==> config.mk <==
export PLATFORM = sky130hd
export DESIGN_NAME = cic_core
export DESIGN_NICKNAME = d
export VERILOG_FILES = /design/src/rtl/cic_pkg.sv /design/src/rtl/cic_core.sv /design/src/rtl/cic_pin_change.sv
export SDC_FILE = /design/constraint.sdc
export NUM_CORES = 1
export LEC_CHECK = 0
export BUFFER_PORTS_ARGS = -buffer_cell sky130_fd_sc_hd__clkbuf_2
export CORE_MARGIN = 5
export CORE_UTILIZATION = 52
export DETAILED_ROUTE_END_ITERATION = 10
export HOLD_SLACK_MARGIN = 0.02
export PLACE_DENSITY = 0.79
export SLEW_MARGIN = 5
export SYNTH_ARGS = -nofsm -noshare
export SYNTH_HDL_FRONTEND = slang
export SYNTH_SLANG_ARGS = --single-unit
==> constraint.sdc <==
create_clock -name i_clk_sys -period 1.2 [get_ports i_clk_sys]
set_clock_uncertainty 0.1 [all_clocks]
set_input_delay 0.06 -clock i_clk_sys [delete_from_list [all_inputs] [get_ports i_clk_sys]]
set_output_delay 0.06 -clock i_clk_sys [all_outputs]
set_load 0.05 [all_outputs]
==> src/rtl/cic_pkg.sv <==
// Package for the core interrupt control block: offsets, bit positions, reset values, carriers.
package cic_pkg;

    ////////////////////////////////////////////////////////////////////////////////
    // Widths
    localparam int unsigned CIC_ADDR_W = 3;
    localparam int unsigned CIC_DATA_W = 8;
    localparam int unsigned CIC_PINS_DEF = 6;

    ////////////////////////////////////////////////////////////////////////////////
    // Register offsets
    localparam logic [CIC_ADDR_W-1:0] CIC_OFS_INTERRUPT_CONTROL = 3'h0;
    localparam logic [CIC_ADDR_W-1:0] CIC_OFS_PER_PIN_FLAGS = 3'h1;
    localparam logic [CIC_ADDR_W-1:0] CIC_OFS_EVT_STATUS = 3'h2;
    localparam logic [CIC_ADDR_W-1:0] CIC_OFS_EVT_CLEAR = 3'h3;
    localparam logic [CIC_ADDR_W-1:0] CIC_OFS_EVT_ENABLE = 3'h4;

    ////////////////////////////////////////////////////////////////////////////////
    // Interrupt control bit positions
    localparam int unsigned CIC_BIT_GLOBAL_EN = 7;
    localparam int unsigned CIC_BIT_PERIPH_EN = 6;
    localparam int unsigned CIC_BIT_TMR_EN = 5;
    localparam int unsigned CIC_BIT_EXT_EN = 4;
    localparam int unsigned CIC_BIT_PCHG_EN = 3;
    localparam int unsigned CIC_BIT_TMR_FLAG = 2;
    localparam int unsigned CIC_BIT_EXT_FLAG = 1;
    localparam int unsigned CIC_BIT_PCHG_FLAG = 0;

    ////////////////////////////////////////////////////////////////////////////////
    // Event status bit positions
    localparam int unsigned CIC_EVT_W = 3;
    localparam int unsigned CIC_EVT_TMR = 0;
    localparam int unsigned CIC_EVT_EXT = 1;
    localparam int unsigned CIC_EVT_PCHG = 2;

    ////////////////////////////////////////////////////////////////////////////////
    // Reset values
    localparam logic [CIC_DATA_W-1:0] CIC_RST_INTERRUPT_CONTROL = 8'h00;
    localparam logic [CIC_EVT_W-1:0] CIC_RST_EVT = 3'h0;
    localparam logic [CIC_DATA_W-1:0] CIC_RD_UNMAPPED = 8'h00;

    ////////////////////////////////////////////////////////////////////////////////
    // Register bus request carrier
    typedef struct packed {
        logic [CIC_ADDR_W-1:0] addr;
        logic [CIC_DATA_W-1:0] wdata;
        logic wr;
        logic rd;
    } cic_bus_req_t;

    // Source event carrier
    typedef struct packed {
        logic timer_overflow;
        logic ext_pin;
        logic periph_pending;
    } cic_src_t;

endpackage : cic_pkg

==> src/rtl/cic_core.sv <==
// Core interrupt control: control register, flags, request to the core, event interrupt.
//
// Overview of operation
// - Bit 7 is the global enable; at 0 no request ever reaches the core.
// - Bit 6 is the peripheral-group enable; at 0 all peripheral requests are masked.
// - Bit 5 enables the timer overflow interrupt.
// - Bit 4 enables the external pin interrupt.
// - Bit 3 enables the pin-change interrupt.
// - Bit 2 is set on a timer count overflow or by a software write of 1, and holds until software writes 0.
// - Bit 1 is set on an external pin event or by a software write of 1, and holds until software writes 0.
// - Bit 0 reads 1 while any monitored pin has a pending change flag.
// - Bit 0 ignores writes and clears only when every per-pin flag is cleared.
// - Flags are set by their sources regardless of any enable bit.
// - Every bit of the control register resets to 0.
// - Bits 7 to 1 are read and write, bit 0 is read only.
// - A peripheral request reaches the core only with the group enable set.
`timescale 1ns/1ps
module cic_core
    import cic_pkg::*;
#(
    parameter int unsigned PINS = CIC_PINS_DEF
) (
    // Clock and reset
    input wire logic i_clk_sys,
    input wire logic i_rst_n,
    // Register port
    input wire logic [CIC_ADDR_W-1:0] i_addr,
    input wire logic [CIC_DATA_W-1:0] i_wdata,
    input wire logic i_wr,
    input wire logic i_rd,
    output logic [CIC_DATA_W-1:0] o_rdata,
    // Interrupt sources
    input wire logic i_timer_overflow,
    input wire logic i_ext_pin_event,
    input wire logic i_periph_pending,
    input wire logic [PINS-1:0] i_pins,
    // Requests
    output logic o_core_irq,
    output logic o_irq
);

    ////////////////////////////////////////////////////////////////////////////////
    // Helpers

    function automatic logic hit(input logic [CIC_ADDR_W-1:0] a,
                                 input logic [CIC_ADDR_W-1:0] ofs);
        hit = (a == ofs);
    endfunction : hit

    ////////////////////////////////////////////////////////////////////////////////
    // Bus and source carriers

    cic_bus_req_t req;
    cic_src_t src;

    assign req.addr = i_addr;
    assign req.wdata = i_wdata;
    assign req.wr = i_wr;
    assign req.rd = i_rd;

    assign src.timer_overflow = i_timer_overflow;
    assign src.ext_pin = i_ext_pin_event;
    assign src.periph_pending = i_periph_pending;

    ////////////////////////////////////////////////////////////////////////////////
    // Address decode

    wire logic wr_ctrl;
    wire logic wr_pins;
    wire logic wr_evt_clr;
    wire logic wr_evt_en;

    assign wr_ctrl = req.wr && hit(req.addr, CIC_OFS_INTERRUPT_CONTROL);
    assign wr_pins = req.wr && hit(req.addr, CIC_OFS_PER_PIN_FLAGS);
    assign wr_evt_clr = req.wr && hit(req.addr, CIC_OFS_EVT_CLEAR);
    assign wr_evt_en = req.wr && hit(req.addr, CIC_OFS_EVT_ENABLE);

    ////////////////////////////////////////////////////////////////////////////////
    // Per-pin change flags

    logic [PINS-1:0] pin_flags;
    logic pin_new_change;

    cic_pin_change #(
        .PINS(PINS)
    ) u_pin_change (
        .i_clk_sys(i_clk_sys),
        .i_rst_n(i_rst_n),
        .i_pins(i_pins),
        .i_flag_we(wr_pins),
        .i_flag_wdata(req.wdata[PINS-1:0]),
        .o_flags(pin_flags),
        .o_new_change(pin_new_change)
    );

    // Summary is pure hardware state; writes can only clear it through the per-pin flags
    wire logic pchg_summary;
    assign pchg_summary = |pin_flags;

    ////////////////////////////////////////////////////////////////////////////////
    // Interrupt control register

    logic global_irq_enable_q;
    logic peripheral_group_enable_q;
    logic timer_overflow_irq_enable_q;
    logic ext_pin_irq_enable_q;
    logic pin_change_irq_enable_q;
    logic timer_overflow_flag_q;
    logic timer_overflow_flag_d;
    logic ext_pin_flag_q;
    logic ext_pin_flag_d;

    // Set wins over a software write of 0 in the same cycle
    assign timer_overflow_flag_d = src.timer_overflow
        | (wr_ctrl ? req.wdata[CIC_BIT_TMR_FLAG] : timer_overflow_flag_q);
    assign ext_pin_flag_d = src.ext_pin
        | (wr_ctrl ? req.wdata[CIC_BIT_EXT_FLAG] : ext_pin_flag_q);

    always_ff @(posedge i_clk_sys) begin
        if (!i_rst_n) begin
            global_irq_enable_q <= CIC_RST_INTERRUPT_CONTROL[CIC_BIT_GLOBAL_EN];
            peripheral_group_enable_q <= CIC_RST_INTERRUPT_CONTROL[CIC_BIT_PERIPH_EN];
            timer_overflow_irq_enable_q <= CIC_RST_INTERRUPT_CONTROL[CIC_BIT_TMR_EN];
            ext_pin_irq_enable_q <= CIC_RST_INTERRUPT_CONTROL[CIC_BIT_EXT_EN];
            pin_change_irq_enable_q <= CIC_RST_INTERRUPT_CONTROL[CIC_BIT_PCHG_EN];
            timer_overflow_flag_q <= CIC_RST_INTERRUPT_CONTROL[CIC_BIT_TMR_FLAG];
            ext_pin_flag_q <= CIC_RST_INTERRUPT_CONTROL[CIC_BIT_EXT_FLAG];
        end else begin
            if (wr_ctrl) begin
                global_irq_enable_q <= req.wdata[CIC_BIT_GLOBAL_EN];
                peripheral_group_enable_q <= req.wdata[CIC_BIT_PERIPH_EN];
                timer_overflow_irq_enable_q <= req.wdata[CIC_BIT_TMR_EN];
                ext_pin_irq_enable_q <= req.wdata[CIC_BIT_EXT_EN];
                pin_change_irq_enable_q <= req.wdata[CIC_BIT_PCHG_EN];
            end
            timer_overflow_flag_q <= timer_overflow_flag_d;
            ext_pin_flag_q <= ext_pin_flag_d;
        end
    end

    wire logic [CIC_DATA_W-1:0] ctrl_value;
    assign ctrl_value = {global_irq_enable_q, peripheral_group_enable_q,
                         timer_overflow_irq_enable_q, ext_pin_irq_enable_q,
                         pin_change_irq_enable_q, timer_overflow_flag_q,
                         ext_pin_flag_q, pchg_summary};

    ////////////////////////////////////////////////////////////////////////////////
    // Request to the core
    // A stale flag fires as soon as its enable is set; software clears it first.

    wire logic tmr_req;
    wire logic ext_req;
    wire logic pchg_req;
    wire logic periph_req;
    wire logic core_req;

    assign tmr_req = timer_overflow_flag_q & timer_overflow_irq_enable_q;
    assign ext_req = ext_pin_flag_q & ext_pin_irq_enable_q;
    assign pchg_req = pchg_summary & pin_change_irq_enable_q;
    assign periph_req = src.periph_pending & peripheral_group_enable_q;
    assign core_req = global_irq_enable_q
        & (tmr_req | ext_req | pchg_req | periph_req);

    logic core_irq_q;

    always_ff @(posedge i_clk_sys) begin
        if (!i_rst_n) begin
            core_irq_q <= 1'b0;
        end else begin
            core_irq_q <= core_req;
        end
    end

    assign o_core_irq = core_irq_q;

    ////////////////////////////////////////////////////////////////////////////////
    // Event status, clear and enable

    logic [CIC_EVT_W-1:0] evt_status_q;
    logic [CIC_EVT_W-1:0] evt_enable_q;
    logic irq_q;
    wire logic [CIC_EVT_W-1:0] evt_set;
    wire logic [CIC_EVT_W-1:0] evt_clr;
    wire logic [CIC_EVT_W-1:0] evt_status_d;

    assign evt_set[CIC_EVT_TMR] = src.timer_overflow;
    assign evt_set[CIC_EVT_EXT] = src.ext_pin;
    assign evt_set[CIC_EVT_PCHG] = pin_new_change;
    assign evt_clr = wr_evt_clr ? req.wdata[CIC_EVT_W-1:0] : '0;
    // Set beats clear so an event in the clearing cycle survives
    assign evt_status_d = (evt_status_q & ~evt_clr) | evt_set;

    always_ff @(posedge i_clk_sys) begin
        if (!i_rst_n) begin
            evt_status_q <= CIC_RST_EVT;
            evt_enable_q <= CIC_RST_EVT;
            irq_q <= 1'b0;
        end else begin
            evt_status_q <= evt_status_d;
            if (wr_evt_en) begin
                evt_enable_q <= req.wdata[CIC_EVT_W-1:0];
            end
            irq_q <= |(evt_status_d & (wr_evt_en ? req.wdata[CIC_EVT_W-1:0] : evt_enable_q));
        end
    end

    assign o_irq = irq_q;

    ////////////////////////////////////////////////////////////////////////////////
    // Read path; clear register is write only and reads as zero

    logic [CIC_DATA_W-1:0] rdata_q;
    logic [CIC_DATA_W-1:0] rd_mux;

    always_comb begin
        rd_mux = CIC_RD_UNMAPPED;
        case (req.addr)
            CIC_OFS_INTERRUPT_CONTROL: rd_mux = ctrl_value;
            CIC_OFS_PER_PIN_FLAGS: rd_mux = CIC_DATA_W'(pin_flags);
            CIC_OFS_EVT_STATUS: rd_mux = CIC_DATA_W'(evt_status_q);
            CIC_OFS_EVT_ENABLE: rd_mux = CIC_DATA_W'(evt_enable_q);
            default: rd_mux = CIC_RD_UNMAPPED;
        endcase
    end

    // Data stands only in the cycle after the read strobe
    always_ff @(posedge i_clk_sys) begin
        if (!i_rst_n) begin
            rdata_q <= CIC_RD_UNMAPPED;
        end else if (req.rd) begin
            rdata_q <= rd_mux;
        end else begin
            rdata_q <= CIC_RD_UNMAPPED;
        end
    end

    assign o_rdata = rdata_q;

endmodule : cic_core

==> src/rtl/cic_pin_change.sv <==
// Per-pin change detector with software-cleared per-pin change flags.
`timescale 1ns/1ps
module cic_pin_change
    import cic_pkg::*;
#(
    parameter int unsigned PINS = CIC_PINS_DEF
) (
    // Clock and reset
    input wire logic i_clk_sys,
    input wire logic i_rst_n,
    // Monitored pins
    input wire logic [PINS-1:0] i_pins,
    // Software access to the per-pin flags
    input wire logic i_flag_we,
    input wire logic [PINS-1:0] i_flag_wdata,
    // Flags and new-change pulse
    output logic [PINS-1:0] o_flags,
    output logic o_new_change
);

    logic [PINS-1:0] prev_q;
    logic primed_q;
    logic [PINS-1:0] flags_q;
    logic [PINS-1:0] flags_d;
    logic new_change_q;
    wire logic [PINS-1:0] changed;

    ////////////////////////////////////////////////////////////////////////////////
    // Change detection; first sample after reset only primes, no false change
    assign changed = primed_q ? (prev_q ^ i_pins) : '0;

    // Writing 0 clears a flag; a change in the same cycle still sets it
    assign flags_d = (i_flag_we ? (flags_q & i_flag_wdata) : flags_q) | changed;

    always_ff @(posedge i_clk_sys) begin
        if (!i_rst_n) begin
            prev_q <= '0;
            primed_q <= 1'b0;
            flags_q <= '0;
            new_change_q <= 1'b0;
        end else begin
            prev_q <= i_pins;
            primed_q <= 1'b1;
            flags_q <= flags_d;
            new_change_q <= |changed;
        end
    end

    assign o_flags = flags_q;
    assign o_new_change = new_change_q;

endmodule : cic_pin_change

==> run_results.csv, run 1 <==
group,metric,value,unit
worst_hold_path,hp-class,"primary input to flop",
placed_design,gp_congestion,0.870,
routing,drt_first_pass_iters,4,
timing,rsz0062_at_grt,"yes",
pwr,p_per_area,1160,mW/mm^2
pwr,p_leak,0.876,nW
die,fp.dieH,64.0,um
routing,detail_route.wirelength,3650,um
setup_path,critical_path_class,"primary input to flop",
cts,h-tree-depth,2,
timing,fmaxAchievable,840,MHz
timing,holdWs,-0.149,ns
setup_path,critPathRequiredTime,1.35,ns
timing,hold_viol,6,
global_route,grt_first_pass_wirelength,6220,um
global_route,grt_overflow_total,0,
synthesis,synth-async-reset-ratio,0,%
placed_design,port_buffers,33,
cts,clk_pin_slew,0.11,ns
timing,slew_headroom,81.0,%
global_route,grt_max_degree,15,
placed_design,detailed_place_hpwl,2540,um
placed_design,place_inst,223,
synthesis,mappedNetlistNets,178,
global_route,antenna_found_initial,0,
synthesis,synth_edf_count,0,
die,coreArea,0.00278,mm^2
routing,vias,1346,
layout,diodes,0,
synthesis,synthesis.area,0.00152,mm^2
synthesis,ys_seq_elements,37,
cts,cts_setup_buffers,0,
setup_path,cp-end-kind,"flop",
routing,route.detailed.drc,0,
placed_design,dp_slack,-0.116,ns
die,die-area,0.00409,mm^2
timing,finalMaxSlewViolations,0,
cts,cts_tree,"built",
layout,syn2layout_area_growth,31.0,%
die,initial_utilization,54.5,%
timing,layout_min_cycle_time,1.19,ns
cts,insertion_delay,0.34,ns
layout,drive_gt1_share,26.4,%
routing,via_per_inst,5.45,
timing,min_period_over_period,99.2,%
placed_design,placed_cell_area,0.00177,mm^2
outcome,violations,"hold timing",
layout,nNetsFinal,239,
cts,cts_buffer_depth,2,
die,die_w,64.0,um
timing,finalSetupViolations,0,
die,num_rows,19,
synthesis,syn_inst,154,
layout,mostFrequentLayoutCells,"dfxtp_1 (35), clkbuf_2 (33), nor2_1 (16), dlygate4sd3_1 (16), mux2i_1 (15)",
routing,wl_per_cell,14.8,um
global_route,grt_pass1_vias,1360,
routing,ant_nets,0,
outcome,status,"finished, violations left",
timing,tns,0,ns
synthesis,ys.flop_type,"dfxtp_1",
routing,drt_iter0_drc,76,
pwr,irDropWorstVdd,0.00105,V
setup_path,crit_fanout,3,
cts,cts_hold_buf,16,
cts,clock_sinks,37,
cts,ctsRootBufferMaster,"clkbuf_4",
global_route,grt.total_usage,19.8,%
synthesis,ys_seq_area_share,48.9,%
synthesis,syn_avg_cell_area,9.84,um^2
synthesis,ys_warn_count,0,
cts,cts_buffers,5,
synthesis,synth_cell_types,31,
layout,fin_cells,247,
setup_path,start_kind,"primary input",
timing,setup_ws,0.0102,ns
run,cap_violations,0,
timing,tightest_slew,0.284,ns
die,pin_count,34,
layout,design_area,0.00198,mm^2
setup_path,worst_ep_arrival_time,1.34,ns
layout,final_common_cell,"dfxtp_1",
==> power by group <==
part / internal, W / switching (W) / leakage [nW]
Clock: 0.000234 / 0.000386 / 0.0265
Combinational: 0.000175 / 0.000175 / 0.545
Sequential: 0.00129 / 0.0000404 / 0.304
==> state kept, by name (all words and copies together) (netlist names), 3 cells and up <==
register / cells
u_pin_change.prev_q: 6
evt_enable_q: 3
evt_status_q: 3
o_rdata: 8
u_pin_change.o_flags: 6
==> critical path, stage by stage <==
cell	delay (ns)
dlygate4sd3_1	0.56
clkbuf_2	0.13
nand2b_1	0.13
o22ai_1	0.16
o22ai_1	0.11
o21a_1	0.18
==> cells in the mapped netlist, types with 2 or more instances <==
cell type  count  area (um^2)
a21oi_1       14         70.1
a22oi_1        2         15.0
and2_1         8         50.1
and3_1         2         12.5
buf_6          4         45.0
clkbuf_1       3         11.3
dfxtp_1       37          741
inv_1          6         22.5
mux2i_1       15          150
nand2_1        9         33.8
nand2b_1       3         18.8
nor2_1        16         60.1
nor2b_1        2         12.5
o211ai_1       2         15.0
o21ai_0        8         40.0
o22ai_1        2         12.5
or3_1          2         12.5
xor2_1         6         52.6
==> final timing paths <==
| check | slack, ns | start | to | cells past startpoint |
|---|---|---|---|---|
| max | 0.01 | i_timer_overflow | o_irq | 6 |
| max reg2reg | 0.03 | u_pin_change.o_flags[2] | o_rdata[0] | 4 |
| min reg2reg | 0.37 | u_pin_change.o_new_change | evt_status_q[2] | 2 |
| min | -0.15 | i_pins[4] | u_pin_change.prev_q[4] | 2 |
==> area by class of cell <==
cell class,instances,area [um^2]
fillers,212,797
flip-flops and latches,37,743
multi-input cells,104,703
repair buffers,61,428
clock buffers,8,48.8
well taps,31,38.8
inverters,6,22.5
==> through the flow <==
stage / util (%) / hold WS (ns) / total power, W
final: 71.3 / -0.149 / 0.00230
after global routing: 71.3 / -0.158 / 0.00242
after CTS: 71.0 / -0.161 / 0.00229
after detailed placement: 63.5 / 0.179 / 0.00165
after global placement: 63.5 / 0.166 / 0.00163
after floorplan: - / -0.0123 / 0.00152
==> timing repair <==
action,4_1_cts,5_1_grt
hold endpoints to repair,31,6
resized for setup,0,3
endpoints found under the setup margin,0,3
==> cells by family after synthesis <==
| group | share of synthesized area, % |
|---|---|
| buffers and inverters | 5.20 |
| XOR/XNOR | 3.47 |
| AO/OA/AOI/OAI | 13.4 |
| AND/OR/NAND/NOR | 19.2 |
| multiplexers | 9.91 |
| flip-flops | 48.9 |
==> layer usage <==
metal,part of all wire [%],vias to the layer above,track usage [%]
met5,0,-,0
met4,1.7,0,9.35
met3,7.7,6,7.01
met2,51,71,32.9
met1,39,611,22.5
li1,-,658,-
Note: power is estimated with default switching activity, not from simulation.
==> inputs of run 2 (changes only) <==
--- a/config.mk
+++ b/config.mk
@@ -6,11 +6,12 @@
 export NUM_CORES = 1
 export LEC_CHECK = 0
 export BUFFER_PORTS_ARGS = -buffer_cell sky130_fd_sc_hd__clkbuf_2
+export CAP_MARGIN = 25
 export CORE_MARGIN = 5
 export CORE_UTILIZATION = 52
 export DETAILED_ROUTE_END_ITERATION = 10
 export HOLD_SLACK_MARGIN = 0.02
-export PLACE_DENSITY = 0.79
+export PLACE_DENSITY = 0.89
 export SLEW_MARGIN = 5
 export SYNTH_ARGS = -nofsm -noshare
 export SYNTH_HDL_FRONTEND = slang
==> constraint.sdc (replaced) <==
create_clock -name i_clk_sys -period 1.17 [get_ports i_clk_sys]
set_clock_uncertainty 0.1 [all_clocks]
set_input_delay 0.0585 -clock i_clk_sys [delete_from_list [all_inputs] [get_ports i_clk_sys]]
set_output_delay 0.0585 -clock i_clk_sys [all_outputs]
set_load 0.05 [all_outputs]
==> run 2 against run 1 <==
The run ends with hold timing, setup timing left. First-iteration DRC count increased by 41%. Critical path depth decreased by 1. Sequential power about the same. Flip-flop and latch count unchanged. Final cell count increased by 3.6%. Critical path type unchanged.
==> run_results.csv, run 2 (synthesis results as in run 1) <==
group,metric,value,unit
setup_path,r2r_start,"u_pin_change.prev_q[3]",
timing,fmaxAchievable,820,MHz
layout,final_core_util,77.8,%
cts,clock_sinks,37,
worst_hold_path,holdPathEnd,"u_pin_change.o_flags[1]",
cts,cts_buffer_depth,2,
layout,final_common_cell,"dfxtp_1",
timing,finalSetupViolations,2,
layout,drive_gt1_share,34.2,%
placed_design,gp_congestion,0.885,
global_route,grt.total_usage,19.2,%
die,initial_utilization,54.5,%
outcome,violations,"hold timing, setup timing",
setup_path,critical_path_class,"primary input to flop",
pwr,irDropWorstVdd,0.00108,V
die,pin_count,34,
setup_path,r2r_setup_slack,-0.04,ns
worst_hold_path,hp-class,"primary input to flop",
routing,ant_nets,0,
layout,nNetsFinal,249,
timing,layout_min_cycle_time,1.22,ns
cts,cts_buffers,5,
die,coreArea,0.00278,mm^2
setup_path,start_kind,"primary input",
routing,detail_route.wirelength,4000,um
timing,setup_ws,-0.0502,ns
setup_path,crit_buf_inv,2,
cts,insertion_delay,0.33,ns
layout,mostFrequentLayoutCells,"dfxtp_1 (30), clkbuf_2 (29), buf_4 (19), dlygate4sd3_1 (18), nor2_1 (16)",
setup_path,crit_slowest_cell,"dlygate4sd3_1",
timing,min_period_over_period,104,%
timing,rsz0062_at_grt,"yes",
placed_design,port_buffers,33,
routing,drt_first_pass_iters,4,
layout,syn2layout_area_growth,42.8,%
worst_hold_path,whs_path_depth,4,
cts,h-tree-depth,2,
global_route,grt_pass1_vias,1386,
setup_path,critPathRequiredTime,1.28,ns
timing,hold_viol,1,
cts,clk_pin_slew,0.11,ns
setup_path,worstPathCellList,"dlygate4sd3_1 > clkbuf_2 > xor2_1 > o41ai_2 > a31oi_1",
die,fp.dieH,64.0,um
routing,wl_per_cell,15.6,um
setup_path,r2r_end,"u_pin_change.o_new_change",
layout,fin_cells,256,
timing,tightest_slew,0.320,ns
setup_path,crit_path_max_incr_delay,0.54,ns
global_route,grt_overflow_total,0,
outcome,status,"finished, violations left",
layout,fillers,167,
setup_path,crit_family,"buffers and inverters",
setup_path,worst_ep_arrival_time,1.33,ns
routing,via_per_inst,5.36,
placed_design,place_inst,227,
global_route,antenna_found_initial,0,
worst_hold_path,hold_start,"i_pins[1]",
placed_design,placed_cell_area,0.00180,mm^2
placed_design,dp_slack,-0.162,ns
timing,slew_headroom,78.7,%
cts,cts_tree,"built",
setup_path,crit_fanout,2,
setup_path,cp-end-kind,"flop",
run,cap_violations,0,
die,die-area,0.00409,mm^2
timing,holdWs,-0.00574,ns
cts,ctsRootBufferMaster,"clkbuf_4",
layout,largest_register_ffs,8,
timing,finalMaxSlewViolations,0,
pwr,p_leak,0.971,nW
global_route,grt_max_degree,20,
routing,vias,1372,
setup_path,reg2reg_depth,3,
pwr,p_per_area,1150,mW/mm^2
die,die_w,64.0,um
layout,design_area,0.00216,mm^2
routing,drt_iter0_drc,107,
die,num_rows,19,
global_route,grt_first_pass_wirelength,6220,um
routing,route.detailed.drc,0,
placed_design,detailed_place_hpwl,2410,um
layout,diodes,0,
[run 2: cell types whose count changed in the layout (fill, tap and decap cells not counted), moves of 3 or more]
cell            change
dlymetal6s4s_1      +3
clkbuf_1            -3
clkbuf_2            -4
dfxtp_2             +5
dfxtp_1             -5
buf_4               +8
[run 2: layout make-up]
| type | count | area, um^2 | area share, % |
|---|---|---|---|
| clock buffer | 6 | 51.3 | 2.37 |
| timing repair buffer | 71 | 537 | 24.8 |
| sequential | 37 | 749 | 34.6 |
| clock inverter | 1 | 7.51 | 0.347 |
| multi-input combinational | 104 | 757 | 35.0 |
| tap | 31 | 38.8 | 1.79 |
| inverter | 6 | 22.5 | 1.04 |
[run 2: what timing repair did]
action                                  in CTS  in global routing
hold buffers                                20                  2
pin swaps                                    3                  7
endpoints found under the hold margin       30                  8
gates resized for setup                      2                 23
endpoints found under the setup margin       2                  7
setup buffers                                1                  3
[run 2: worst max-delay path by stage]
stage                     cells after the start                         to                    start
final                                         5  u_pin_change.o_new_change                i_pins[4]
after global routing                          4                 o_rdata[0]  u_pin_change.o_flags[3]
after CTS                                     4                 o_rdata[0]  u_pin_change.o_flags[3]
after detailed placement                      5                      o_irq                i_addr[1]
after global placement                        5                      o_irq                i_addr[1]
after floorplan                               3  u_pin_change.o_new_change   u_pin_change.prev_q[3]
[run 2: tightest hold or removal path, delay by kind of cell]
| kind | cells | cell delay [ns] |
|---|---|---|
| buffers and inverters | 1 | 0.11 |
| xor gates and xnor gates | 1 | 0.09 |
| and+or+nand+nor | 1 | 0.07 |
| AOI/OAI and AO/OA | 1 | 0.05 |
[run 2: metal layers]
layer	global-route usage [%]	vias to the layer above	part of all wire, %
li1	-	669	-
met2	32.3	63	51
met1	21.8	628	40
met5	0	-	0
met3	5.78	12	6.4
met4	9.61	0	2.1
[run 2: report_power, final]
part           switching [W]  total, W  leakage, nW  internal (W)
combinational       0.000206  0.000425        0.634      0.000219
clock               0.000413  0.000695       0.0303      0.000281
sequential         0.0000416   0.00136        0.306       0.00132
total               0.000661   0.00248        0.971       0.00182
[run 2: per-stage QoR]
step | TNS, ns | total power (W)
after global placement | -0.498 | 0.00169
after CTS | -0.00281 | 0.00243
after global routing | -0.308 | 0.00261
after floorplan | 0 | 0.00156
after detailed placement | -0.774 | 0.00170
final | -0.0819 | 0.00248
==> inputs of run 3 (changes only) <==
--- a/config.mk
+++ b/config.mk
@@ -6,12 +6,11 @@
 export NUM_CORES = 1
 export LEC_CHECK = 0
 export BUFFER_PORTS_ARGS = -buffer_cell sky130_fd_sc_hd__clkbuf_2
-export CAP_MARGIN = 25
 export CORE_MARGIN = 5
-export CORE_UTILIZATION = 52
+export CORE_UTILIZATION = 56
 export DETAILED_ROUTE_END_ITERATION = 10
 export HOLD_SLACK_MARGIN = 0.02
-export PLACE_DENSITY = 0.89
+export PLACE_DENSITY = 0.94
 export SLEW_MARGIN = 5
 export SYNTH_ARGS = -nofsm -noshare
 export SYNTH_HDL_FRONTEND = slang
==> constraint.sdc (replaced) <==
create_clock -name i_clk_sys -period 1.5 [get_ports i_clk_sys]
set_clock_uncertainty 0.1 [all_clocks]
set_input_delay 0.075 -clock i_clk_sys [delete_from_list [all_inputs] [get_ports i_clk_sys]]
set_output_delay 0.075 -clock i_clk_sys [all_outputs]
set_load 0.05 [all_outputs]
==> run 3 against run 2 <==
Worst setup slack improved by 0.086 ns. Sequential power fell by 22%. Combinational power fell by 34%. The run now ends clean. Count of clock-buffer cells in the layout rose by 1. Largest power group unchanged. Highest routed layer unchanged. Register-to-register slack improved by 0.12 ns. Critical endpoint is now timer_overflow_flag_q. Wire length fell by 3.0%.
==> run_results.csv, run 3 (synthesis results as in run 1) <==
group,metric,value,unit
outcome,status,"completed",
cts,cts_tree,"built",
run,cap_violations,0,
setup_path,critPathRequiredTime,1.65,ns
timing,finalSetupViolations,0,
cts,clk_pin_slew,0.13,ns
die,die-area,0.00385,mm^2
pwr,p_per_area,1030,mW/mm^2
timing,tightest_slew,0.596,ns
pwr,irDropWorstVdd,0.000884,V
worst_hold_path,whs_path_depth,3,
timing,tns,0,ns
pwr,pwr-share-clk,35.3,%
worst_hold_path,hp-class,"primary input to flop",
cts,h-tree-depth,2,
placed_design,placed_cell_area,0.00169,mm^2
layout,largest_register_ffs,8,
routing,via_per_inst,5.61,
setup_path,crit_path_max_incr_delay,0.60,ns
pwr,seqPwrFrac,51.2,%
cts,ctsRootBufferMaster,"clkbuf_4",
timing,layout_min_cycle_time,1.46,ns
placed_design,gp_congestion,0.879,
timing,rsz0062_at_grt,"no",
timing,holdWs,0.118,ns
pwr,p_int,0.00156,W
setup_path,r2r_setup_slack,0.08,ns
layout,mostFrequentLayoutCells,"dfxtp_1 (37), clkbuf_2 (33), dlygate4sd3_1 (23), nor2_1 (16), mux2i_1 (15)",
pwr,power_frac_comb,13.6,%
cts,cts_buffer_depth,2,
layout,syn2layout_area_growth,32.9,%
setup_path,start_kind,"primary input",
routing,detail_route.wirelength,3880,um
cts,insertion_delay,0.35,ns
timing,fmaxAchievable,683,MHz
setup_path,crit_family,"buffers and inverters",
global_route,grt_pass1_vias,1428,
setup_path,crit_buf_inv,3,
setup_path,crit_slowest_cell,"dlygate4sd3_1",
setup_path,cp-end-kind,"flop",
global_route,grt_max_degree,21,
layout,final_common_cell,"dfxtp_1",
die,fp.dieH,62.0,um
setup_path,worstPathCellList,"dlygate4sd3_1 > clkbuf_2 > mux2i_1 > a21oi_1 > dlygate4sd3_1",
global_route,antenna_found_initial,0,
die,die_w,62.0,um
routing,drt_iter0_drc,107,
die,pin_count,34,
layout,drive_gt1_share,22.7,%
setup_path,cpMostUsedCell,"dlygate4sd3_1",
timing,min_period_over_period,97.6,%
setup_path,crit_fanout,4,
cts,clock_sinks,37,
routing,wl_per_cell,15.8,um
routing,vias,1380,
routing,route.detailed.drc,0,
placed_design,detailed_place_hpwl,2340,um
die,coreArea,0.00252,mm^2
pwr,switching_power,0.000512,W
global_route,grt.total_usage,23.4,%
layout,design_area,0.00201,mm^2
setup_path,reg2reg_depth,3,
timing,slew_headroom,60.2,%
placed_design,port_buffers,33,
cts,cts_buffers,5,
setup_path,worst_ep_arrival_time,1.62,ns
layout,diodes,0,
global_route,grt_overflow_total,0,
setup_path,cp.depth,5,
setup_path,critical_path_class,"primary input to flop",
global_route,grt_first_pass_wirelength,6450,um
die,num_rows,18,
timing,hold_viol,0,
layout,nNetsFinal,239,
cts,cts_resized,0,
die,initial_utilization,60.1,%
routing,ant_nets,0,
pwr,p_sw_share,24.7,%
pwr,p_leak,0.884,nW
routing,drt_first_pass_iters,4,
timing,finalMaxSlewViolations,0,
run 3: cell types whose count changed in the layout (fill, tap and decap cells not counted), sizes merged:
cell | before | now
buf | 21 | 5
bufinv | 0 | 1
clkbuf | 35 | 40
clkinvlp | 1 | 0
dlygate4sd3 | 18 | 23
dlymetal6s4s | 3 | 0
run 3: worst reg2reg max path, stage by stage (launching register included):
cell           delay (ns)
dfxtp_1              0.36
mux2i_1              0.16
a21oi_1              0.10
dlygate4sd3_1        0.60
run 3: final timing paths:
kind                         start                    end
max                     i_wdata[2]  timer_overflow_flag_q
min                      i_addr[2]             o_rdata[0]
max reg2reg  timer_overflow_flag_q  timer_overflow_flag_q
min reg2reg    global_irq_enable_q             o_core_irq
run 3: metal layers:
metal | part of all wire, % | global-route usage (%)
met5 | 0 | 0
met4 | 2.0 | 10.3
met3 | 9.9 | 7.02
met2 | 48 | 38.8
met1 | 40 | 27.7
run 3: layout make-up:
| class | instances | area [um^2] |
|---|---|---|
| clock buffer | 7 | 55.1 |
| clock inverter | 1 | 30.0 |
| fill | 165 | 508 |
| inverter | 6 | 22.5 |
| multi-input combinational | 104 | 696 |
| sequential | 37 | 741 |
| tap | 30 | 37.5 |
| timing repair buffer | 61 | 433 |
run 3: what timing repair did:
item	CTS	global route
setup buffers	0	1
endpoints found under the hold margin	34	0
endpoints found under the setup margin	0	2
hold buffers	24	0
run 3: stage by stage:
step	instances	util [%]	setup slack, ns	power [W]
after floorplan	154	-	0.400	0.00122
after global placement	214	67.1	0.169	0.00129
after detailed placement	214	67.1	0.128	0.00130
after CTS	246	80.0	0.103	0.00205
after global routing	246	79.9	0.00226	0.00216
final	246	79.9	0.0360	0.00207
run 3: power groups by stage:
stage	registers [W]	clock network [W]	logic, W
6_report	0.00106	0.000731	0.000281
5_1_grt	0.00107	0.000787	0.000305
4_1_cts	0.00106	0.000724	0.000271
3_5_place_dp	0.00108	0	0.000216
3_3_place_gp	0.00108	0	0.000207
2_1_floorplan	0.00108	0	0.000136
